### src/hw/rst_seq_pkg.sv
// constants, pin positions and state type for the reset sequencer
// assumes a single 100 MHz sequencer clock; pins arrive asynchronously
package rst_seq_pkg;

    // sequencer clock and long waits
    localparam int CLK_PERIOD_NS = 10;
    localparam int PLL_WAIT_US   = 100;
    localparam int PLL_WAIT_CYC  = (PLL_WAIT_US * 1000) / CLK_PERIOD_NS;
    localparam int DLL_MIN_CYC   = 7680;
    localparam int DLL_MAX_CYC   = 122880;
    localparam int DLL_MAX_SCALE = DLL_MAX_CYC / DLL_MIN_CYC;
    // geometric middle between 2:1 and 8:1
    localparam int DLL_MID_SCALE = 4;

    // timing in pci sync periods
    localparam int HOLD_TICKS              = 512;
    localparam int SREL_GAP_TICKS          = 16;
    localparam int IN_ASSERT_TICKS         = 32;
    localparam int STRAP_DRIVE_DELAY_TICKS = 1;

    // host mode divide of the primary clock, by divide strap
    localparam logic [1:0] HOST_DIV_LO = 2'h1;
    localparam logic [1:0] HOST_DIV_HI = 2'h2;

    // output to bus clock ratio select
    localparam logic [1:0] RATIO_2TO1 = 2'h0;
    localparam logic [1:0] RATIO_4TO1 = 2'h1;

    // strap field widths
    localparam int RST_SRC_W = 3;
    localparam int STRAP_W   = RST_SRC_W + 1;

    // positions in the synchronised pin vector
    localparam int P_POR   = 0;
    localparam int P_HIN   = 1;
    localparam int P_SIN   = 2;
    localparam int P_PLL   = 3;
    localparam int P_AGENT = 4;
    localparam int P_DIV   = 5;
    localparam int P_SRC   = 6;
    localparam int P_RATIO = 9;
    localparam int PIN_W   = 11;
    localparam logic [PIN_W-1:0] PIN_RST = 11'h006;

    // reset values of captured straps
    localparam logic [RST_SRC_W-1:0] SRC_RST = 3'h0;

    typedef enum logic [2:0] {ST_POR, ST_PLL, ST_DLL, ST_HOLD, ST_SGAP, ST_RUN, ST_SOFT} seq_state_e;

endpackage

### src/hw/pci_tick_if.sv
// carries the pci sync period tick between the sequencer and its tick source
// assumes both ends run on mclk_in
`timescale 1ns/1ps
`default_nettype none
interface pci_tick_if;
    logic agent_mode;
    logic div_strap;
    logic tick;

    modport ticker   (input agent_mode, input div_strap, output tick);
    modport consumer (output agent_mode, output div_strap, input tick);
endinterface
`default_nettype wire

### src/hw/reset_config_sequencer.sv
// reset and power-on configuration sequencer
// assumes open-drain reset lines with board pull-ups; all pins asynchronous to mclk_in
`timescale 1ns/1ps
`default_nettype none
module reset_config_sequencer
    import rst_seq_pkg::*;
#(
    parameter int PLL_WAIT_CYCLES = rst_seq_pkg::PLL_WAIT_CYC,
    parameter int DLL_MIN_CYCLES  = rst_seq_pkg::DLL_MIN_CYC,
    parameter int CYC_W           = 18
)
(
    // clock and reset
    input  wire logic                              mclk_in,
    input  wire logic                              rst_b_in,
    // power-on reset and clocking pins
    input  wire logic                              power_on_reset_b_in,
    input  wire logic                              pci_sync_in,
    input  wire logic                              pci_agent_mode_in,
    input  wire logic                              pll_locked_in,
    input  wire logic [1:0]                        dll_ratio_sel_in,
    // configuration straps
    input  wire logic [rst_seq_pkg::RST_SRC_W-1:0] reset_source_strap_in,
    input  wire logic                              input_clock_divide_strap_in,
    output logic [rst_seq_pkg::STRAP_W-1:0]        cfg_strap_out,
    output logic                                   cfg_strap_oe_out,
    // open-drain reset lines
    input  wire logic                              hard_reset_line_b_in,
    output logic                                   hard_reset_line_b_out,
    output logic                                   hard_reset_line_oe_out,
    input  wire logic                              soft_reset_line_b_in,
    output logic                                   soft_reset_line_b_out,
    output logic                                   soft_reset_line_oe_out,
    // captured configuration and status
    output logic [rst_seq_pkg::RST_SRC_W-1:0]      reset_source_out,
    output logic                                   input_clock_divide_out,
    output logic                                   agent_mode_out,
    output logic                                   seq_done_out
);
    import rst_seq_pkg::*;

    if (PLL_WAIT_CYCLES < 1 || PLL_WAIT_CYCLES >= 2**CYC_W || DLL_MIN_CYCLES < 1
        || DLL_MIN_CYCLES * DLL_MAX_SCALE >= 2**CYC_W)
    begin : g_bad_param
        $error("wait counts do not fit the cycle counter");
    end

    localparam logic [9:0] HOLD_T  = 10'(HOLD_TICKS);
    localparam logic [9:0] GAP_T   = 10'(SREL_GAP_TICKS);
    localparam logic [9:0] STRAP_T = 10'(STRAP_DRIVE_DELAY_TICKS);
    localparam logic [5:0] IN_T    = 6'(IN_ASSERT_TICKS);

    function automatic logic [CYC_W-1:0] dll_cycles(input logic [1:0] sel);
        logic [CYC_W-1:0] n;
        n = CYC_W'(DLL_MIN_CYCLES * DLL_MAX_SCALE);
        if (sel == RATIO_2TO1)
        begin
            n = CYC_W'(DLL_MIN_CYCLES);
        end
        else if (sel == RATIO_4TO1)
        begin
            n = CYC_W'(DLL_MIN_CYCLES * DLL_MID_SCALE);
        end
        return n;
    endfunction

    pci_tick_if tk ();

    logic [PIN_W-1:0]     pins;
    logic [PIN_W-1:0]     s1_q;
    logic [PIN_W-1:0]     s2_q;
    logic [PIN_W-1:0]     s3_q;
    logic [PIN_W-1:0]     filt_q;
    logic [PIN_W-1:0]     filt_d;
    seq_state_e           state_q;
    seq_state_e           state_d;
    logic [9:0]           tcnt_q;
    logic [9:0]           tcnt_d;
    logic [CYC_W-1:0]     ccnt_q;
    logic [CYC_W-1:0]     ccnt_d;
    logic [5:0]           hin_cnt_q;
    logic [5:0]           hin_cnt_d;
    logic [5:0]           sin_cnt_q;
    logic [5:0]           sin_cnt_d;
    logic                 hard_oe_q;
    logic                 hard_oe_d;
    logic                 soft_oe_q;
    logic                 soft_oe_d;
    logic                 strap_oe_q;
    logic                 strap_oe_d;
    logic [RST_SRC_W-1:0] src_q;
    logic [RST_SRC_W-1:0] src_d;
    logic                 div_q;
    logic                 div_d;
    logic                 agent_q;
    logic                 agent_d;
    logic                 done_q;
    logic                 done_d;
    logic                 por_ok;

    assign pins = {dll_ratio_sel_in, reset_source_strap_in, input_clock_divide_strap_in, pci_agent_mode_in,
                   pll_locked_in, soft_reset_line_b_in, hard_reset_line_b_in, power_on_reset_b_in};

    // bitwise: take the third stage once the second agrees with it
    assign filt_d = (~(s2_q ^ s3_q) & s3_q) | ((s2_q ^ s3_q) & filt_q);

    always_ff @(posedge mclk_in)
    begin
        if (!rst_b_in)
        begin
            s1_q   <= PIN_RST;
            s2_q   <= PIN_RST;
            s3_q   <= PIN_RST;
            filt_q <= PIN_RST;
        end
        else
        begin
            s1_q   <= pins;
            s2_q   <= s1_q;
            s3_q   <= s2_q;
            filt_q <= filt_d;
        end
    end

    assign tk.agent_mode = agent_q;
    assign tk.div_strap  = div_q;

    pci_tick_gen u_tick (
        .mclk_in     (mclk_in),
        .rst_b_in    (rst_b_in),
        .pci_sync_in (pci_sync_in),
        .tk          (tk.ticker)
    );

    assign por_ok = filt_q[P_POR];

    always_comb
    begin
        state_d    = state_q;
        tcnt_d     = tcnt_q;
        ccnt_d     = ccnt_q;
        hard_oe_d  = hard_oe_q;
        soft_oe_d  = soft_oe_q;
        strap_oe_d = strap_oe_q;
        src_d      = src_q;
        div_d      = div_q;
        agent_d    = agent_q;
        hin_cnt_d  = 6'h00;
        sin_cnt_d  = 6'h00;
        // keep tracking straps while power-on reset is low; last value stands at release
        if (!por_ok)
        begin
            src_d   = filt_q[P_SRC +: RST_SRC_W];
            div_d   = filt_q[P_DIV];
            agent_d = filt_q[P_AGENT];
        end
        // own drive reads back low, so the line is only watched while released
        if (!hard_oe_q && !filt_q[P_HIN])
        begin
            hin_cnt_d = (tk.tick && hin_cnt_q != IN_T) ? hin_cnt_q + 6'h01 : hin_cnt_q;
        end
        if (!soft_oe_q && !filt_q[P_SIN])
        begin
            sin_cnt_d = (tk.tick && sin_cnt_q != IN_T) ? sin_cnt_q + 6'h01 : sin_cnt_q;
        end
        unique case (state_q)
            ST_POR:
            begin
                if (por_ok)
                begin
                    state_d = ST_PLL;
                    ccnt_d  = '0;
                end
            end
            ST_PLL:
            begin
                if (filt_q[P_PLL] || ccnt_q == CYC_W'(PLL_WAIT_CYCLES - 1))
                begin
                    state_d = ST_DLL;
                    ccnt_d  = '0;
                end
                else
                begin
                    ccnt_d = ccnt_q + 1'b1;
                end
            end
            ST_DLL:
            begin
                // >= tolerates a ratio pin that moves mid-count
                if (ccnt_q >= dll_cycles(filt_q[P_RATIO +: 2]) - 1'b1)
                begin
                    state_d = ST_HOLD;
                    tcnt_d  = 10'h000;
                end
                else
                begin
                    ccnt_d = ccnt_q + 1'b1;
                end
            end
            ST_HOLD:
            begin
                // one extra tick: the first one may close a partial period
                if (tk.tick && tcnt_q == HOLD_T)
                begin
                    state_d   = ST_SGAP;
                    hard_oe_d = 1'b0;
                    tcnt_d    = 10'h000;
                end
                else if (tk.tick)
                begin
                    tcnt_d = tcnt_q + 10'h001;
                end
            end
            ST_SGAP:
            begin
                if (tk.tick && tcnt_q == STRAP_T)
                begin
                    strap_oe_d = 1'b1;
                end
                if (tk.tick && tcnt_q == GAP_T)
                begin
                    state_d   = ST_RUN;
                    soft_oe_d = 1'b0;
                    tcnt_d    = 10'h000;
                end
                else if (tk.tick)
                begin
                    tcnt_d = tcnt_q + 10'h001;
                end
            end
            ST_RUN:
            begin
            end
            ST_SOFT:
            begin
                if (tk.tick && tcnt_q == HOLD_T)
                begin
                    state_d   = ST_RUN;
                    soft_oe_d = 1'b0;
                    tcnt_d    = 10'h000;
                end
                else if (tk.tick)
                begin
                    tcnt_d = tcnt_q + 10'h001;
                end
            end
        endcase
        // restarts: power-on over hard line over soft line
        if (hin_cnt_q == IN_T)
        begin
            state_d    = ST_HOLD;
            hard_oe_d  = 1'b1;
            soft_oe_d  = 1'b1;
            strap_oe_d = 1'b0;
            tcnt_d     = 10'h000;
            hin_cnt_d  = 6'h00;
        end
        else if (sin_cnt_q == IN_T && state_q == ST_RUN)
        begin
            state_d   = ST_SOFT;
            soft_oe_d = 1'b1;
            tcnt_d    = 10'h000;
            sin_cnt_d = 6'h00;
        end
        if (!por_ok)
        begin
            state_d    = ST_POR;
            hard_oe_d  = 1'b1;
            soft_oe_d  = 1'b1;
            strap_oe_d = 1'b0;
            tcnt_d     = 10'h000;
            ccnt_d     = '0;
        end
        done_d = (state_d == ST_RUN);
    end

    always_ff @(posedge mclk_in)
    begin
        if (!rst_b_in)
        begin
            state_q    <= ST_POR;
            tcnt_q     <= 10'h000;
            ccnt_q     <= '0;
            hin_cnt_q  <= 6'h00;
            sin_cnt_q  <= 6'h00;
            hard_oe_q  <= 1'b1;
            soft_oe_q  <= 1'b1;
            strap_oe_q <= 1'b0;
            src_q      <= SRC_RST;
            div_q      <= 1'b0;
            agent_q    <= 1'b0;
            done_q     <= 1'b0;
        end
        else
        begin
            state_q    <= state_d;
            tcnt_q     <= tcnt_d;
            ccnt_q     <= ccnt_d;
            hin_cnt_q  <= hin_cnt_d;
            sin_cnt_q  <= sin_cnt_d;
            hard_oe_q  <= hard_oe_d;
            soft_oe_q  <= soft_oe_d;
            strap_oe_q <= strap_oe_d;
            src_q      <= src_d;
            div_q      <= div_d;
            agent_q    <= agent_d;
            done_q     <= done_d;
        end
    end

    // open drain: the level is always low, only the enable moves
    assign hard_reset_line_b_out  = 1'b0;
    assign soft_reset_line_b_out  = 1'b0;
    assign hard_reset_line_oe_out = hard_oe_q;
    assign soft_reset_line_oe_out = soft_oe_q;
    assign cfg_strap_out          = {src_q, div_q};
    assign cfg_strap_oe_out       = strap_oe_q;
    assign reset_source_out       = src_q;
    assign input_clock_divide_out = div_q;
    assign agent_mode_out         = agent_q;
    assign seq_done_out           = done_q;

    // tick counters seen only by the checks below
    logic [10:0] hold_ticks_q;
    logic [10:0] gap_ticks_q;

    always_ff @(posedge mclk_in)
    begin
        if (!rst_b_in)
        begin
            hold_ticks_q <= 11'h000;
            gap_ticks_q  <= 11'h000;
        end
        else
        begin
            hold_ticks_q <= !hard_oe_q ? 11'h000 : hold_ticks_q + {10'h000, tk.tick && hold_ticks_q != 11'h7FF};
            gap_ticks_q  <= hard_oe_q ? 11'h000 : gap_ticks_q + {10'h000, tk.tick && gap_ticks_q != 11'h7FF};
        end
    end
endmodule
`default_nettype wire

### src/hw/pci_tick_gen.sv
// one-cycle enable per pci sync period
// host mode: divided from mclk_in; agent mode: rising edges of the pci sync pin
`timescale 1ns/1ps
`default_nettype none
module pci_tick_gen
    import rst_seq_pkg::*;
(
    // clock and reset
    input  wire logic    mclk_in,
    input  wire logic    rst_b_in,
    // agent mode clock pin
    input  wire logic    pci_sync_in,
    // tick to the sequencer
    pci_tick_if.ticker   tk
);
    logic [2:0] sync_q;
    logic [2:0] sync_d;
    logic       filt_q;
    logic       filt_d;
    logic [1:0] div_q;
    logic [1:0] div_d;
    logic       tick_q;
    logic       tick_d;
    logic [1:0] lim;

    always_comb
    begin
        sync_d = {sync_q[1:0], pci_sync_in};
        // only the second and third stage agree on a level
        filt_d = (sync_q[1] == sync_q[2]) ? sync_q[2] : filt_q;
        lim    = tk.div_strap ? HOST_DIV_HI : HOST_DIV_LO;
        if (div_q >= lim - 2'h1)
        begin
            div_d = 2'h0;
        end
        else
        begin
            div_d = div_q + 2'h1;
        end
        if (tk.agent_mode)
        begin
            tick_d = filt_d & ~filt_q;
        end
        else
        begin
            tick_d = (div_q >= lim - 2'h1);
        end
    end

    always_ff @(posedge mclk_in)
    begin
        if (!rst_b_in)
        begin
            sync_q <= 3'h0;
            filt_q <= 1'b0;
            div_q  <= 2'h0;
            tick_q <= 1'b0;
        end
        else
        begin
            sync_q <= sync_d;
            filt_q <= filt_d;
            div_q  <= div_d;
            tick_q <= tick_d;
        end
    end

    assign tk.tick = tick_q;
endmodule
`default_nettype wire

### config.mk
export PLATFORM = sky130hd
export DESIGN_NAME = reset_config_sequencer
export DESIGN_NICKNAME = d
export VERILOG_FILES = /design/src/hw/rst_seq_pkg.sv /design/src/hw/pci_tick_if.sv /design/src/hw/reset_config_sequencer.sv /design/src/hw/pci_tick_gen.sv
export SDC_FILE = /design/constraint.sdc
export NUM_CORES = 1
export LEC_CHECK = 0
export BUFFER_PORTS_ARGS = -buffer_cell sky130_fd_sc_hd__buf_2
export CAP_MARGIN = 0
export CORE_MARGIN = 4
export CORE_UTILIZATION = 64
export CTS_CLUSTER_SIZE = 14
export DETAILED_ROUTE_END_ITERATION = 10
export GPL_ROUTABILITY_DRIVEN = 0
export PLACE_DENSITY = 0.84
export REMOVE_ABC_BUFFERS = 1
export SYNTH_ARGS = -nofsm -noshare
export SYNTH_HDL_FRONTEND = slang
export SYNTH_SLANG_ARGS = --single-unit
### constraint.sdc
create_clock -name mclk_in -period 6 [get_ports mclk_in]
set_input_delay 0.3 -clock mclk_in [delete_from_list [all_inputs] [get_ports mclk_in]]
set_output_delay 0.3 -clock mclk_in [all_outputs]
set_load 0.005 [all_outputs]
* Word level (Yosys, flattened, before mapping) *
Index checks and enable logic that the tools add are counted.

storage, ports and cells
  input bits = 14
  register bits = 103
  word-level logic and storage cells = 119

cells by class
  magnitude comparators = 2
  add/subtract/negate cells = 7
  equal/unequal tests = 21
  reduce and logical (&&, ||, !) cells = 29
  multiplexer cells = 30
  bitwise gates (word level) = 10

operators with widths
  cell                     number
  $mux W18                 3
  $pmux W18 S3             1
  $mux W10                 4
  $mux W17                 2
  $pmux W10 S3             1
  $mux W3                  8
  $mux W6                  4
  $and A11 B11 Y11         2
  $add A18 B1 Y18 const B  1
  $eq A18 B14 Y1 const B   1
  $ge A18 B18 Y1           1
  $pmux W3 S6              1
  $sub A18 B1 Y18 const B  1
  $add A6 B1 Y6 const B    2
  $eq A3 B3 Y1 const B     4
  $eq A6 B6 Y1 const B     2
  $ne A6 B6 Y1 const B     2
  $not A11 Y11             1
  $or A11 B11 Y11          1
  $xor A11 B11 Y11         1
  $add A10 B1 Y10 const B  1
  $eq A10 B1 Y1 const B    1
  $eq A10 B10 Y1 const B   1
  $eq A10 B5 Y1 const B    1
  25 further kinds         52

* Depth between registers and ports, before layout *
  depth in word-level cells = 12
  mapped depth = 12
  gate-level depth less buffers = 10

* Cells and area by module *
From an unflattened synthesis, not the netlist that was laid out.

second synthesis, totals
  cell total of the unflattened synthesis = 508
  area total of the unflattened synthesis = 4,485.6 um^2

by module, submodules not included
  module                  area an instance (um^2)  cells each  instances  seq. area each (um^2)
  reset_config_sequencer  4,244.1                  486         1          1,921.8
  pci_tick_gen            241.5                    22          1          140.1

* Least setup slack after synthesis *
Ideal clock, no wire load.

  path kind = reg-to-reg
  from = register (tool-made name)
  to = register ccnt_q[12]
  path slack = 3,659 ps
  library setup time = 70 ps
  cell stages (with the launch flop) = 10
  path buffers = 0
  data arrival time = 2,270 ps
  required time = 5,930 ps
  clock period less this slack = 2,341 ps
  cells stage by stage = dfxtp_1 -> inv_1 -> nand2_1 -> ha_1 -> and3_1 -> o31ai_1 -> a21oi_1 -> o32a_4 -> or4_1 -> a21oi_1

RTL lines
  item                  RTL line                       text
  end signal, assigned  reset_config_sequencer.sv:298  ccnt_q <= ccnt_d;
  end, declared         reset_config_sequencer.sv:79   logic [CYC_W-1:0] ccnt_q;

==> impl_metrics.json <==
{
  "antenna_found_initial": 0,
  "wire_per_inst_um": 13.35,
  "io_buffers": 26,
  "drtIter0Drc": 142,
  "wl_met3_um": 375,
  "synth-edff-count": 0,
  "htree_levels": 3,
  "rsz0062_at_grt": "no",
  "die_x_um": 90.66,
  "cts_sinks": 103,
  "drc": 0,
  "postCtsSetupRepairBufs": 0,
  "first_global_vias": 3004,
  "overflow": 0,
  "clockBufferDepth": 2,
  "power.leakage_nw": 1.672,
  "final_max_slew_viol_count": 0,
  "hold_ws_ns": 0.1089,
  "core_mm2": 0.006495,
  "cpPeakStageDelay_ns": 0.55,
  "ir_drop_mv": 0.2701,
  "synth-xor-area-share": 0.02003,
  "die-area_mm2": 0.008219,
  "numCtsBuffers": 9,
  "arrival_ns": 3.02,
  "synth_mux_area_frac": 0.01631,
  "worstSkewPairLatency_ns": 0.37,
  "antenna_left": 0,
  "period_minus_slack_ns": 2.731,
  "hold_viol_final": 0,
  "syn_avg_cell_area_um2": 8.888,
  "cts_tree": "yes",
  "postCtsHoldBufs": 0,
  "netlist_instances": 492,
  "r2r_slack_ns": 3.27,
  "n_antenna_cell": 0,
  "outcome": "complete, no violations",
  "cp.required_ns": 6.29,
  "cp_max_fo": 35,
  "crit_chain": "inv_1 -> nand2_1 -> ha_1 -> and3_1 -> o31ai_1 -> a21oi_1 -> o32a_4 -> or4_1 -> a21oi_1",
  "ys_async_sr_fraction": 0,
  "post_cts_resized": 0,
  "clk_pin_slew_worst_paths_ns": 0.10,
  "hpwl_um": 5318,
  "cp_top_family": "compound AO/OA/AOI/OAI gates",
  "ys_seq_area_frac": 0.4715,
  "fin_crit_sh": 0.4551,
  "met1_length_um": 3641,
  "fin_nets": 533,
  "hold_class": "primary input to register",
  "initial_core_util": 0.6733,
  "synth_area_mm2": 0.004373,
  "track_usage": 0.1919,
  "final_common_cell": "dfxtp_1",
  "viasPerCell": 5.829,
  "cp.depth": 9,
  "wl_met2_um": 3715,
  "critPathKind": "register to register",
  "dr.max_layer_used": "met4",
  "cts_root_buffer": "clkbuf_8",
  "vias": 3416,
  "layout_common_cells": "dfxtp_1, nand2_1, o21ai_0",
  "critical_path_buf_inv_count": 1,
  "drv_cap": 0,
  "grt_pass1_wl_um": 13140,
  "crit_path_frequent_cell": "a21oi_1",
  "layout-drive-gt1-share": 0.1022,
  "synthAdderAreaFrac": 0.04292,
  "io_pins": 29,
  "max_freq_mhz": 366.2,
  "rows": 29,
  "setup_violations": 0,
  "finalWirelength_um": 7823,
  "synth_compound_area_frac": 0.1559,
  "yosys.area_share.simple": 0.2475,
  "power_density_mw_per_mm2": 245.6,
  "synth.distinct_cells": 50,
  "drtPass1Iterations": 4,
  "ys_seq_elements": 103,
  "grt_max_degree": 61,
  "nFillCells": 471,
  "end_kind": "register",
  "area_growth_pct": 6.753,
  "setup-tns-final_ns": 0,
  "timing.slew.headroom": 0.4187,
  "r2r_end": "ccnt_q[14]",
  "r2r_cells": 9,
  "yosysWarnings": 0,
  "synth_top_family_by_area": "simple AND/OR/NAND/NOR gates",
  "ys.flop_type": "dfxtp_1",
  "endpoint": "ccnt_q[14]",
  "die_y_um": 90.66,
  "tightest_slew_ns": 0.8720,
  "worstSetupStartpointType": "register",
  "clock-skew-final_ns": 0.008298,
  "critPathSlowestCell": "or4_1"
}
[metrics by stage]
| step | utilization | setup slack [ns] | std cells | power, W | instance area, um^2 |
|---|---|---|---|---|---|
| final | 0.7187 | 3.269 | 586 | 0.001146 | 4668 |
| after global routing | 0.7187 | 3.137 | 586 | 0.001190 | 4668 |
| after CTS | 0.7187 | 3.275 | 586 | 0.001157 | 4668 |
| after detailed placement | 0.6883 | 3.327 | 570 | 0.0007365 | 4471 |
| after global placement | 0.6883 | 3.473 | 570 | 0.0007349 | 4471 |
| after floorplan | - | 3.558 | 467 | 0.0007250 | 4244 |
[metal layers]
layer	GRT usage	vias up
li1	-	1751
met1	0.2385	1576
met2	0.3132	82
met3	0.05083	7
met4	0.08163	0
met5	0	-
[layout make-up]
cell class / instances / area (um^2) / share of cell area
Clock buffer: 11 / 151.4 / 0.03243
Clock inverter: 5 / 46.29 / 0.009917
Inverter: 15 / 56.30 / 0.01206
Multi-Input combinational cell: 349 / 2126 / 0.4554
Sequential cell: 103 / 2062 / 0.4417
Tap cell: 77 / 96.34 / 0.02064
Timing Repair Buffer: 26 / 130.1 / 0.02787
[how the worst min path moves through the flow]
stage | from | end | slack (ns) | cells past startpoint
CTS | soft_reset_line_b_in | s1_q[2] | 0.09 | 2
global route | soft_reset_line_b_in | s1_q[2] | 0.1 | 2
floorplan | rst_b_in | s1_q[1] | 0.37 | 1
detailed placement | s1_q[2] | s2_q[2] | 0.41 | 1
global placement | s1_q[1] | s2_q[1] | 0.39 | 1
finish | soft_reset_line_b_in | s1_q[2] | 0.11 | 2
[Yosys cell counts, drive strengths merged (2+ instances only)]
library cell / number / share of area
conb: 2 / 0.0017
inv: 15 / 0.013
and2: 30 / 0.043
or2: 3 / 0.0043
clkbuf: 17 / 0.015
a21o: 4 / 0.0069
nor3: 7 / 0.0080
o211ai: 2 / 0.0034
nand3: 13 / 0.015
ha: 15 / 0.043
nand2: 44 / 0.038
nor2: 35 / 0.031
or4: 5 / 0.0086
buf: 10 / 0.017
xnor2: 4 / 0.0080
nand2b: 6 / 0.0086
nor4b: 2 / 0.0040
mux2i: 6 / 0.014
dfxtp: 103 / 0.47
nand4: 16 / 0.023
xor2: 6 / 0.012
and3: 9 / 0.013
o21ai: 38 / 0.043
or3: 14 / 0.020
a31oi: 12 / 0.017
a21boi: 11 / 0.020
nor3b: 3 / 0.0051
nor4: 6 / 0.0086
o31ai: 5 / 0.0086
nor2b: 7 / 0.010
a21oi: 28 / 0.032
[worst register-to-register path, stage by stage (launching register included)]
cell	delay, ns
dfxtp_1	0.35
inv_1	0.11
nand2_1	0.08
ha_1	0.31
and3_1	0.21
o31ai_1	0.26
a21oi_1	0.14
o32a_4	0.50
or4_1	0.55
a21oi_1	0.16
[where the power goes]
part           internal [W]  switching (W)
sequential         0.000694     0.00000571
combinational     0.0000111      0.0000100
clock              0.000181       0.000245
total              0.000886       0.000261
[logic make-up (layout without fill, tap and decap cells)]
kind of cell / after synthesis / count (layout)
flip-flops: 103 / 103
adder cells (fa/ha/maj): 15 / 15
multiplexers: 7 / 7
other: 2 / 4
buffers and inverters: 42 / 57
AND/OR/NAND/NOR: 204 / 204
AO/OA/AOI/OAI: 109 / 109
XOR/XNOR: 10 / 10
(Power assumes the default switching activity.)
